`config.mk`:
```
export PLATFORM = sky130hd
export DESIGN_NAME = smc_serializer_ctrl
export DESIGN_NICKNAME = d
export VERILOG_FILES = /design/src/design/smc_pkg.sv /design/src/design/smc_stream_if.sv /design/src/design/smc_sync.sv /design/src/design/smc_fifo.sv /design/src/design/smc_serializer_ctrl.sv
export SDC_FILE = /design/constraint.sdc
export NUM_CORES = 1
export LEC_CHECK = 0
export ABC_CLOCK_PERIOD_IN_PS = 2700
export BUFFER_PORTS_ARGS = -buffer_cell sky130_fd_sc_hd__buf_4
export CAP_MARGIN = 20
export CORE_UTILIZATION = 54
export CTS_CLUSTER_DIAMETER = 150
export DETAILED_ROUTE_END_ITERATION = 10
export PLACE_DENSITY_LB_ADDON = 0.1
export SYNTH_ARGS = -nofsm -noshare
export SYNTH_HDL_FRONTEND = slang
export SYNTH_SLANG_ARGS = --single-unit
```
`constraint.sdc`:
```
create_clock -name clk_sys -period 2.7 [get_ports clk_sys]
set_input_delay 0.54 -clock clk_sys [delete_from_list [all_inputs] [get_ports clk_sys]]
set_output_delay 0.54 -clock clk_sys [all_outputs]
set_load 0.05 [all_outputs]
```
`src/design/smc_pkg.sv`:
```
// Shared constants and types for the serializer mode control block.
package smc_pkg;
    // ****************************************
    // Widths and depths
    // ****************************************
    localparam int WORD_W     = 20;
    localparam int FIFO_DEPTH = 16;
    localparam int FEAT_N     = 7;
    localparam int SYNC_N     = 6;
    // Bits shifted out per parallel word.
    localparam logic [4:0] BITS_WIDE   = 5'h14;
    localparam logic [4:0] BITS_NARROW = 5'h0a;
    // ****************************************
    // Register offsets and reset values
    // ****************************************
    localparam logic [3:0] OFS_DISABLE = 4'h0;
    localparam logic [3:0] OFS_STATUS  = 4'h4;
    localparam logic [6:0] DISABLE_RST = 7'h00;
    localparam logic [1:0] RESP_OKAY   = 2'h0;
    localparam logic [1:0] RESP_SLVERR = 2'h2;
    // ****************************************
    // Feature bit positions
    // ****************************************
    localparam int FEAT_EDH  = 0;
    localparam int FEAT_PID  = 1;
    localparam int FEAT_ANC  = 2;
    localparam int FEAT_CRC  = 3;
    localparam int FEAT_LINE = 4;
    localparam int FEAT_TRS  = 5;
    localparam int FEAT_REMAP = 6;
    // Scrambler taps for x^9 + x^4 + 1.
    localparam int SCR_TAP_A = 8;
    localparam int SCR_TAP_B = 3;
    // ****************************************
    // Types
    // ****************************************
    typedef enum logic [1:0] {MODE_PASS, MODE_SCRAMBLE, MODE_ASI} smc_mode_t;
    typedef enum logic {SER_IDLE, SER_SHIFT} smc_ser_t;
endpackage

```
`src/design/smc_stream_if.sv`:
```
// Valid/ready word stream between the block's own modules.
`timescale 1ns/1ps
interface smc_stream_if #(parameter int W = 20);
    logic         valid;
    logic         ready;
    logic [W-1:0] data;
    modport src (output valid, output data, input ready);
    modport snk (input valid, input data, output ready);
endinterface

```
`src/design/smc_sync.sv`:
```
// Two-flop synchroniser for a group of level inputs.
`timescale 1ns/1ps
module smc_sync #(parameter int N = 6) (
    input  wire logic         clk_sys,
    input  wire logic         rst,
    input  wire logic [N-1:0] async,
    output logic      [N-1:0] synced
);
    typedef struct packed {
        logic [N-1:0] first;
        logic [N-1:0] second;
    } smc_sync_t;
    smc_sync_t s_q, s_d;

    // The first stage feeds only the second stage.
    always_comb begin
        s_d.first  = async;
        s_d.second = s_q.first;
    end

    // Registers both stages.
    always_ff @(posedge clk_sys) begin
        if (rst) begin
            s_q <= '0;
        end else begin
            s_q <= s_d;
        end
    end

    assign synced = s_q.second;
endmodule

```
`src/design/smc_fifo.sv`:
```
// Word FIFO with valid and ready on both sides.
`timescale 1ns/1ps
module smc_fifo #(parameter int W = 20, parameter int D = 16) (
    input  wire logic clk_sys,
    input  wire logic rst,
    smc_stream_if.snk inPort,
    smc_stream_if.src outPort
);
    localparam int AW = $clog2(D);
    typedef struct packed {
        logic [D-1:0][W-1:0] mem;
        logic [AW-1:0]       wrPtr;
        logic [AW-1:0]       rdPtr;
        logic [AW:0]         count;
    } smc_fifo_t;
    smc_fifo_t f_q, f_d;
    logic push, pop;

    // Full and empty come straight from the occupancy count.
    assign inPort.ready  = (f_q.count < (AW+1)'(D));
    assign outPort.valid = (f_q.count != '0);
    assign outPort.data  = f_q.mem[f_q.rdPtr];
    assign push = inPort.valid && inPort.ready;
    assign pop  = outPort.valid && outPort.ready;

    // Pointer and count update.
    always_comb begin
        f_d = f_q;
        if (push) begin
            f_d.mem[f_q.wrPtr] = inPort.data;
            f_d.wrPtr = f_q.wrPtr + 1'b1;
        end
        if (pop) begin
            f_d.rdPtr = f_q.rdPtr + 1'b1;
        end
        f_d.count = f_q.count + (AW+1)'(push) - (AW+1)'(pop);
    end

    // Registers the FIFO state.
    always_ff @(posedge clk_sys) begin
        if (rst) begin
            f_q <= '0;
        end else begin
            f_q <= f_d;
        end
    end

    // ****************************************
    // Checks
    // ****************************************
    fifo_no_overrun_a: assert property (@(posedge clk_sys) disable iff (rst)
        f_q.count <= (AW+1)'(D)) else $error("FIFO count above depth.");
endmodule

```
`src/design/smc_serializer_ctrl.sv`:
```
// Mode control, feature gating and serial output for the serializer.
// Function
// - ASI mode needs ASI select high, rate select high, scramble input low.
// - ASI select low never yields ASI encoding.
// - Rate select low configures HD rates only.
// - Rate select high configures the SD rate only.
// - Width select high takes 20-bit words, low takes 10-bit words.
// - Width select is ignored in ASI mode.
// - Master enable high enables the functions allowed at the rate: six of the seven at HD, five at SD.
// - Error-detection packets SD only; line CRC and line number HD only.
// - With master high, disable register bits suppress single functions.
// - Master enable low disables every function regardless of register.
// - Scramble input high and ASI low gives scrambling mode with functions.
// - Scramble input low: no scrambling, no NRZI, no functions.
// - Output enable low turns off both serial legs.
// - Output enable high drives both serial legs.
// - Slew rate follows rate select automatically.
`timescale 1ns/1ps
module smc_serializer_ctrl
    import smc_pkg::*;
(
    input  wire logic                      clk_sys,
    input  wire logic                      rst,
    // Static mode pins, asynchronous.
    input  wire logic                      asiModeSelect,
    input  wire logic                      rateSelect,
    input  wire logic                      busWidthSelect,
    input  wire logic                      processingMasterEnable,
    input  wire logic                      scramblePathInput,
    input  wire logic                      serialOutEnable,
    // Parallel word input.
    input  wire logic [smc_pkg::WORD_W-1:0] pData,
    input  wire logic                      pValid,
    output logic                           pReady,
    // Serial output legs and status.
    output logic                           serialOutLegP,
    output logic                           serialOutLegPOe,
    output logic                           serialOutLegN,
    output logic                           serialOutLegNOe,
    output logic                           slewHd,
    output logic [smc_pkg::FEAT_N-1:0]     featureEnable,
    output logic [1:0]                     modeState,
    // AXI4-Lite slave.
    input  wire logic [3:0]                s_axi_awaddr,
    input  wire logic                      s_axi_awvalid,
    output logic                           s_axi_awready,
    input  wire logic [31:0]               s_axi_wdata,
    input  wire logic [3:0]                s_axi_wstrb,
    input  wire logic                      s_axi_wvalid,
    output logic                           s_axi_wready,
    output logic [1:0]                     s_axi_bresp,
    output logic                           s_axi_bvalid,
    input  wire logic                      s_axi_bready,
    input  wire logic [3:0]                s_axi_araddr,
    input  wire logic                      s_axi_arvalid,
    output logic                           s_axi_arready,
    output logic [31:0]                    s_axi_rdata,
    output logic [1:0]                     s_axi_rresp,
    output logic                           s_axi_rvalid,
    input  wire logic                      s_axi_rready
);
    import smc_pkg::*;

    // ****************************************
    // State
    // ****************************************
    typedef struct packed {
        logic [FEAT_N-1:0] disable_;
        smc_ser_t          ser;
        logic [WORD_W-1:0] shift;
        logic [4:0]        bitsLeft;
        logic              scrWord;
        logic [8:0]        lfsr;
        logic              nrzi;
        logic              serBit;
        logic              awHave;
        logic [3:0]        awAddr;
        logic              wHave;
        logic [31:0]       wData;
        logic              wStrb0;
        logic              bValid;
        logic [1:0]        bResp;
        logic              rValid;
        logic [31:0]       rData;
        logic [1:0]        rResp;
    } smc_state_t;
    smc_state_t st_q, st_d;

    logic [SYNC_N-1:0] pinSync;
    logic asiS, rateS, wideS, masterS, scrS, outEnS;
    smc_mode_t mode;
    logic [FEAT_N-1:0] featRateMask;
    logic wrFire, rdFire, scrBit, rawBit;

    smc_stream_if #(.W(WORD_W)) inStream ();
    smc_stream_if #(.W(WORD_W)) outStream ();

    // ****************************************
    // Pin synchronisation and FIFO
    // ****************************************
    smc_sync #(.N(SYNC_N)) u_sync (
        .clk_sys (clk_sys),
        .rst     (rst),
        .async   ({serialOutEnable, scramblePathInput, processingMasterEnable,
                   busWidthSelect, rateSelect, asiModeSelect}),
        .synced  (pinSync)
    );
    assign {outEnS, scrS, masterS, wideS, rateS, asiS} = pinSync;

    // Incoming words queue here; pReady is the back-pressure to the source.
    assign inStream.valid = pValid;
    assign inStream.data  = pData;
    assign pReady         = inStream.ready;

    smc_fifo #(.W(WORD_W), .D(FIFO_DEPTH)) u_fifo (
        .clk_sys (clk_sys),
        .rst     (rst),
        .inPort  (inStream),
        .outPort (outStream)
    );

    // ****************************************
    // Mode decode
    // ****************************************
    // Decodes the operating mode from the synchronised pins.
    function automatic smc_mode_t decodeMode(input logic asi, input logic sd,
                                            input logic scr);
        if (asi && sd && !scr) begin
            return MODE_ASI;
        end else if (scr && !asi) begin
            return MODE_SCRAMBLE;
        end else begin
            return MODE_PASS;
        end
    endfunction

    assign mode      = decodeMode(asiS, rateS, scrS);
    assign modeState = mode;

    // Functions tied to one rate are masked on the other rate.
    always_comb begin
        featRateMask = '1;
        featRateMask[FEAT_EDH]  = rateS;
        featRateMask[FEAT_CRC]  = !rateS;
        featRateMask[FEAT_LINE] = !rateS;
    end

    // Functions exist only in scrambling mode under the master enable.
    assign featureEnable = (masterS && mode == MODE_SCRAMBLE) ?
                           (featRateMask & ~st_q.disable_) : '0;

    // Slew rate picks the slow edge for SD and the fast edge for HD.
    assign slewHd = !rateS;

    // Both legs drive only while the output stage is enabled.
    assign serialOutLegPOe = outEnS;
    assign serialOutLegNOe = outEnS;
    assign serialOutLegP   = st_q.serBit;
    assign serialOutLegN   = !st_q.serBit;

    // ****************************************
    // Serializer
    // ****************************************
    assign outStream.ready = (st_q.ser == SER_IDLE);
    assign rawBit = st_q.shift[0];
    assign scrBit = rawBit ^ st_q.lfsr[SCR_TAP_A] ^ st_q.lfsr[SCR_TAP_B];

    // ****************************************
    // AXI4-Lite handshakes
    // ****************************************
    assign s_axi_awready = !st_q.awHave && !st_q.bValid;
    assign s_axi_wready  = !st_q.wHave && !st_q.bValid;
    assign s_axi_bvalid  = st_q.bValid;
    assign s_axi_bresp   = st_q.bResp;
    assign s_axi_arready = !st_q.rValid;
    assign s_axi_rvalid  = st_q.rValid;
    assign s_axi_rdata   = st_q.rData;
    assign s_axi_rresp   = st_q.rResp;
    assign wrFire = st_q.awHave && st_q.wHave && !st_q.bValid;
    assign rdFire = s_axi_arvalid && s_axi_arready;

    // Next-state logic for serializer and register bus.
    always_comb begin
        st_d = st_q;
        case (st_q.ser)
            SER_IDLE: begin
                if (outStream.valid) begin
                    st_d.ser = SER_SHIFT;
                    st_d.shift = outStream.data;
                    st_d.scrWord = (mode == MODE_SCRAMBLE);
                    if (mode == MODE_ASI || !wideS) begin
                        st_d.bitsLeft = BITS_NARROW;
                    end else begin
                        st_d.bitsLeft = BITS_WIDE;
                    end
                end
            end
            SER_SHIFT: begin
                st_d.shift = {1'b0, st_q.shift[WORD_W-1:1]};
                st_d.bitsLeft = st_q.bitsLeft - 5'h01;
                if (st_q.scrWord) begin
                    st_d.lfsr = {st_q.lfsr[7:0], scrBit};
                    st_d.nrzi = st_q.nrzi ^ scrBit;
                    st_d.serBit = st_q.nrzi ^ scrBit;
                end else begin
                    st_d.serBit = rawBit;
                end
                if (st_q.bitsLeft == 5'h01) begin
                    st_d.ser = SER_IDLE;
                end
            end
            default: begin
                st_d.ser = SER_IDLE;
            end
        endcase
        // Write address and data are taken in either order.
        if (s_axi_awvalid && s_axi_awready) begin
            st_d.awHave = 1'b1;
            st_d.awAddr = s_axi_awaddr;
        end
        if (s_axi_wvalid && s_axi_wready) begin
            st_d.wHave = 1'b1;
            st_d.wData = s_axi_wdata;
            st_d.wStrb0 = s_axi_wstrb[0];
        end
        if (wrFire) begin
            st_d.awHave = 1'b0;
            st_d.wHave = 1'b0;
            st_d.bValid = 1'b1;
            st_d.bResp = RESP_OKAY;
            if (st_q.awAddr == OFS_DISABLE) begin
                if (st_q.wStrb0) begin
                    st_d.disable_ = st_q.wData[FEAT_N-1:0];
                end
            end else if (st_q.awAddr != OFS_STATUS) begin
                st_d.bResp = RESP_SLVERR;
            end
        end
        if (st_q.bValid && s_axi_bready) begin
            st_d.bValid = 1'b0;
        end
        // Reads return the disable register or the live status.
        if (rdFire) begin
            st_d.rValid = 1'b1;
            st_d.rResp = RESP_OKAY;
            st_d.rData = '0;
            case (s_axi_araddr)
                OFS_DISABLE: begin
                    st_d.rData[FEAT_N-1:0] = st_q.disable_;
                end
                OFS_STATUS: begin
                    st_d.rData = {15'h0000, featureEnable, 3'h0, outEnS, wideS,
                                  rateS, 2'h0, mode};
                end
                default: begin
                    st_d.rResp = RESP_SLVERR;
                end
            endcase
        end else if (st_q.rValid && s_axi_rready) begin
            st_d.rValid = 1'b0;
        end
    end

    // Registers all state.
    always_ff @(posedge clk_sys) begin
        if (rst) begin
            st_q <= '0;
            st_q.disable_ <= DISABLE_RST;
            st_q.ser <= SER_IDLE;
        end else begin
            st_q <= st_d;
        end
    end

    // ****************************************
    // Checks
    // ****************************************
    // ASI needs its full pin set.
    asi_mode_a: assert property (@(posedge clk_sys) disable iff (rst)
        (mode == MODE_ASI) |-> (asiS && rateS && !scrS))
        else $error("ASI mode without its pin combination.");

    // ASI select low keeps ASI off.
    no_asi_a: assert property (@(posedge clk_sys) disable iff (rst)
        !asiS |-> (mode != MODE_ASI))
        else $error("ASI mode with select low.");

    // Master low clears all features.
    master_off_a: assert property (@(posedge clk_sys) disable iff (rst)
        !masterS |-> (featureEnable == '0))
        else $error("Feature on, master low.");

    // Rate-bound features stay off.
    rate_mask_a: assert property (@(posedge clk_sys) disable iff (rst)
        (rateS ? (featureEnable[FEAT_CRC] || featureEnable[FEAT_LINE])
               : featureEnable[FEAT_EDH]) == 1'b0)
        else $error("Feature active on the wrong rate.");

    // A set disable bit wins.
    disable_bit_a: assert property (@(posedge clk_sys) disable iff (rst)
        (featureEnable & st_q.disable_) == '0)
        else $error("Disabled feature on.");

    // No scrambling, no features.
    no_scramble_a: assert property (@(posedge clk_sys) disable iff (rst)
        !scrS |-> (featureEnable == '0 && mode != MODE_SCRAMBLE))
        else $error("Scrambling with scramble input low.");

    // Master high enables the set.
    full_feat_a: assert property (@(posedge clk_sys) disable iff (rst)
        (masterS && scrS && !asiS && st_q.disable_ == '0) |->
        featureEnable == featRateMask) else $error("Feature missing.");

    // ASI words are 10 bits.
    width_asi_a: assert property (@(posedge clk_sys) disable iff (rst)
        (st_q.ser == SER_IDLE && outStream.valid && mode == MODE_ASI) |=>
        st_q.bitsLeft == BITS_NARROW) else $error("ASI word not 10 bits.");

    // Width high loads 20 bits.
    width_sel_a: assert property (@(posedge clk_sys) disable iff (rst)
        (st_q.ser == SER_IDLE && outStream.valid && mode != MODE_ASI && wideS) |=>
        st_q.bitsLeft == BITS_WIDE) else $error("Wide word not 20 bits.");

    // Enable low releases both legs.
    legs_oe_a: assert property (@(posedge clk_sys) disable iff (rst)
        !outEnS |-> !serialOutLegPOe && !serialOutLegNOe)
        else $error("Legs driven with output disabled.");

    // Enable high drives a pair.
    legs_on_a: assert property (@(posedge clk_sys) disable iff (rst)
        outEnS |-> serialOutLegPOe && serialOutLegNOe &&
        serialOutLegN != serialOutLegP)
        else $error("Legs not driven differentially.");

    // Slew follows the rate pin.
    slew_rate_a: assert property (@(posedge clk_sys) disable iff (rst)
        $changed(rateS) |-> $changed(slewHd))
        else $error("Slew did not follow rate.");

    // Raw words leave unaltered.
    pass_raw_a: assert property (@(posedge clk_sys) disable iff (rst)
        (st_q.ser == SER_SHIFT && !st_q.scrWord) |=> serialOutLegP == $past(rawBit))
        else $error("Pass-through bit altered.");

    // Responses stand until taken.
    bvalid_hold_a: assert property (@(posedge clk_sys) disable iff (rst)
        (s_axi_bvalid && !s_axi_bready) |=> s_axi_bvalid)
        else $error("Write response dropped early.");

    rvalid_hold_a: assert property (@(posedge clk_sys) disable iff (rst)
        (s_axi_rvalid && !s_axi_rready) |=> (s_axi_rvalid && $stable(s_axi_rdata)))
        else $error("Read data dropped early.");
endmodule

```
==> reports/metrics.csv <==
stage;metric;value;unit
outcome;outcome;finished clean;
power;Leak Pwr;7.170;nW
clock_tree;clock root cell;clkbuf_16;
logic_synthesis;top cells by count, synth;nand2_1, dfxtp_1, a21oi_1;
drt;drt pass-1 iters;6;
floorplanning;die height;185.8;um
sta;Final min period;2528;ps
setup_path;crit path DAT;2910;ps
clock_tree;clock buffer depth;3;
sta;actual slew at the worst max-slew pin;1048;ps
drt;drt first-iter violations;1329;
placement;post-detail-place hpwl;32420;um
sta;max_slew headroom;30.10;%
placement;DP Area;18940;um^2
layout;Layout area overhead;11.72;%
placement;routability cong.;0.9082;
drt;drt via density;5.722;
grt;first-pass GRT wire length;80530;um
logic_synthesis;Synth Register Bits;422;
clock_tree;post-CTS setup buffers;0;
setup_path;CP startpoint kind;flop;
sta;PnR worst setup slack;171.7;ps
drt;WL/cell;19.82;um
setup_path;CP max FO;2;
power;combinational share of power;20.7;%
floorplanning;row cnt;66;
logic_synthesis;sequential area share after synthesis;46.31;%
sta;hold slack final;217.3;ps
run;maxcap violations;0;
sta;max-slew violations;0;
layout;design area;20380;um^2
sta;final period utilization;93.64;%
sta;clock skew;17.44;ps
sta;final-report setup violation count;0;
grt;initial antenna violation count;0;
grt;pin count of the biggest net entering global routing;223;
drt;Via Count;15180;
logic_synthesis;Post-Syn Instances;2209;
clock_tree;CTS H-tree lvls;2;
clock_tree;Clk Latency, worst-skew pair;550;ps
logic_synthesis;cell with the most instances after synthesis;nand2_1;
logic_synthesis;synth warn;0;
logic_synthesis;share of synthesized registers carrying an async set or reset;0;%
power;Seq pwr share;42.4;%
clock_tree;hold_buf cts;0;
placement;dpl cells;2572;
setup_path;CP required;3080;ps
floorplanning;total die area;34520;um^2
floorplanning;Initial Util;55.50;%
placement;Port Buffers;85;
sta;fmax;0.3955;GHz
sta;TNS Setup;0;ps
power;Total Power;16.22;mW
grt;total congestion overflow;0;
logic_synthesis;Post-Synthesis Cell Area;18240;um^2
min_path;Worst Hold Class;in2reg;
drt;DR DRC count;0;
layout;Post-Layout Cell Count;2652;
clock_tree;clock-pin transition on the worst setup and hold timing paths;60;ps
grt;Total GRT Usage;30.45;%
sta;RSZ-0062 raised after global routing;false;
clock_tree;clock sinks;422;
clock_tree;# resized after CTS;0;
logic_synthesis;post-synth top area share;46.31;%
power;clock share of power;36.9;%
logic_synthesis;number of distinct library cells after synthesis;57;
logic_synthesis;Post-synth top flop;dfxtp_1;
logic_synthesis;Synth area leader;dfxtp_1;
clock_tree;TritonCTS clock tree;built;
logic_synthesis;EDFF count, synth;0;
placement;worst slack at placement;213.2;ps
layout;post-layout net count;2268;
power;Sw Ratio;29.91;%
clock_tree;CTS buffer count;44;
layout;final core utilization;62.01;%
logic_synthesis;Post-Syn Area per Cell;8.258;um^2
sta;Final Hold Vio Count;0;
setup_path;CP Class;reg2reg;
drt;Antenna Nets Post-Route;0;
power;Psw;4.852;mW
setup_path;CP endpoint kind;flop;
power;Pwr Density;796.0;nW/um^2
power;maximum vdd drop;0.4704;mV
logic_synthesis;Synth area leaders;dfxtp_1, nand2_1, a21oi_1;
power;total internal power;11.37;mW
layout;ant diodes;0;
floorplanning;io pins;134;
floorplanning;core area;32870;um^2
floorplanning;die width;185.8;um
grt;number of global-route vias before repair;14140;
drt;total wire length;52570;um
layout;ratio of cells with drive above 1 in the final layout;13.80;%
==> cell families after synthesis <==
kind of cell | share of synthesized area, %
simple gates | 21.02
fa+ha+maj | 1.001
mux | 10.51
xor+xnor | 0.7819
compound gates | 13.88
flops | 46.31
buf+inv | 6.482
other cells | 0.02056
==> final cells by class <==
| class | count | area [um^2] |
|---|---|---|
| Fill cell | 2891 | 12490 |
| Tap cell | 442 | 553.0 |
| Inverter | 21 | 78.83 |
| Sequential cell | 422 | 8456 |
| Multi-Input combinational cell | 1544 | 8712 |
| Timing Repair Buffer | 143 | 1144 |
| Clock inverter | 12 | 105.1 |
| Clock buffer | 68 | 1333 |
==> path summary, 6_finish.rpt <==
path                      start               end  slack (ps)  cells after the start
setup / recovery  u_fifo.f_q[3]     u_fifo.f_q[4]         170                     13
hold / removal       rateSelect     u_sync.s_d[1]         220                      2
setup reg to reg  u_fifo.f_q[3]     u_fifo.f_q[4]         170                     13
hold reg to reg   u_sync.s_d[5]  u_sync.synced[5]         430                      1
==> power by group through the flow <==
stage          combinational, mW  sequential, mW  clock (mW)
6_report                    3.36            6.88        5.98
5_1_grt                     3.58            6.91        6.31
3_3_place_gp                3.29            6.99           0
3_5_place_dp                3.32            7.01           0
4_1_cts                     3.34            6.87        6.05
2_1_floorplan               2.46            6.81           0
==> critical path: stages (launching register included) <==
cell and delay [ps]:
dfxtp_1 320, inv_1 90, ha_1 150, nor4b_4 210, nor2_1 90, ha_1 300, inv_1 60, ha_1 170
inv_1 70, fa_1 420, nor2b_1 180, o21bai_1 110, a21oi_1 150, nor3b_1 60
==> registers in the layout, summed over array words and instances (netlist names) <==
name,flops
u_fifo.f_q,333
st_q,57
s_axi_rdata,14
u_sync.s_d,6
u_sync.synced,6
rawBit,1
s_axi_bresp,1
s_axi_bvalid,1
s_axi_rresp,1
s_axi_rvalid,1
serialOutLegP,1
==> routing by layer <==
layer	track usage [%]	vias to the layer above	share of wire, %
met4	11.97	0	3.7
met1	39.62	7284	42
met2	50.69	537	47
met3	4.637	99	6.9
met5	0	-	0
li1	-	7255	-
==> layout by cell type (no fill, tap or decap), types with 21 or more instances in the layout <==
master,instances
buf_4,137
nand2b_1,40
mux2_2,36
mux4_2,44
mux2i_1,52
inv_1,21
a21oi_1,354
nor2_1,63
nand2_1,680
nand3_1,42
nor2b_1,21
dfxtp_1,420
clkbuf_16,45
Power figures use the tool's default switching activity.
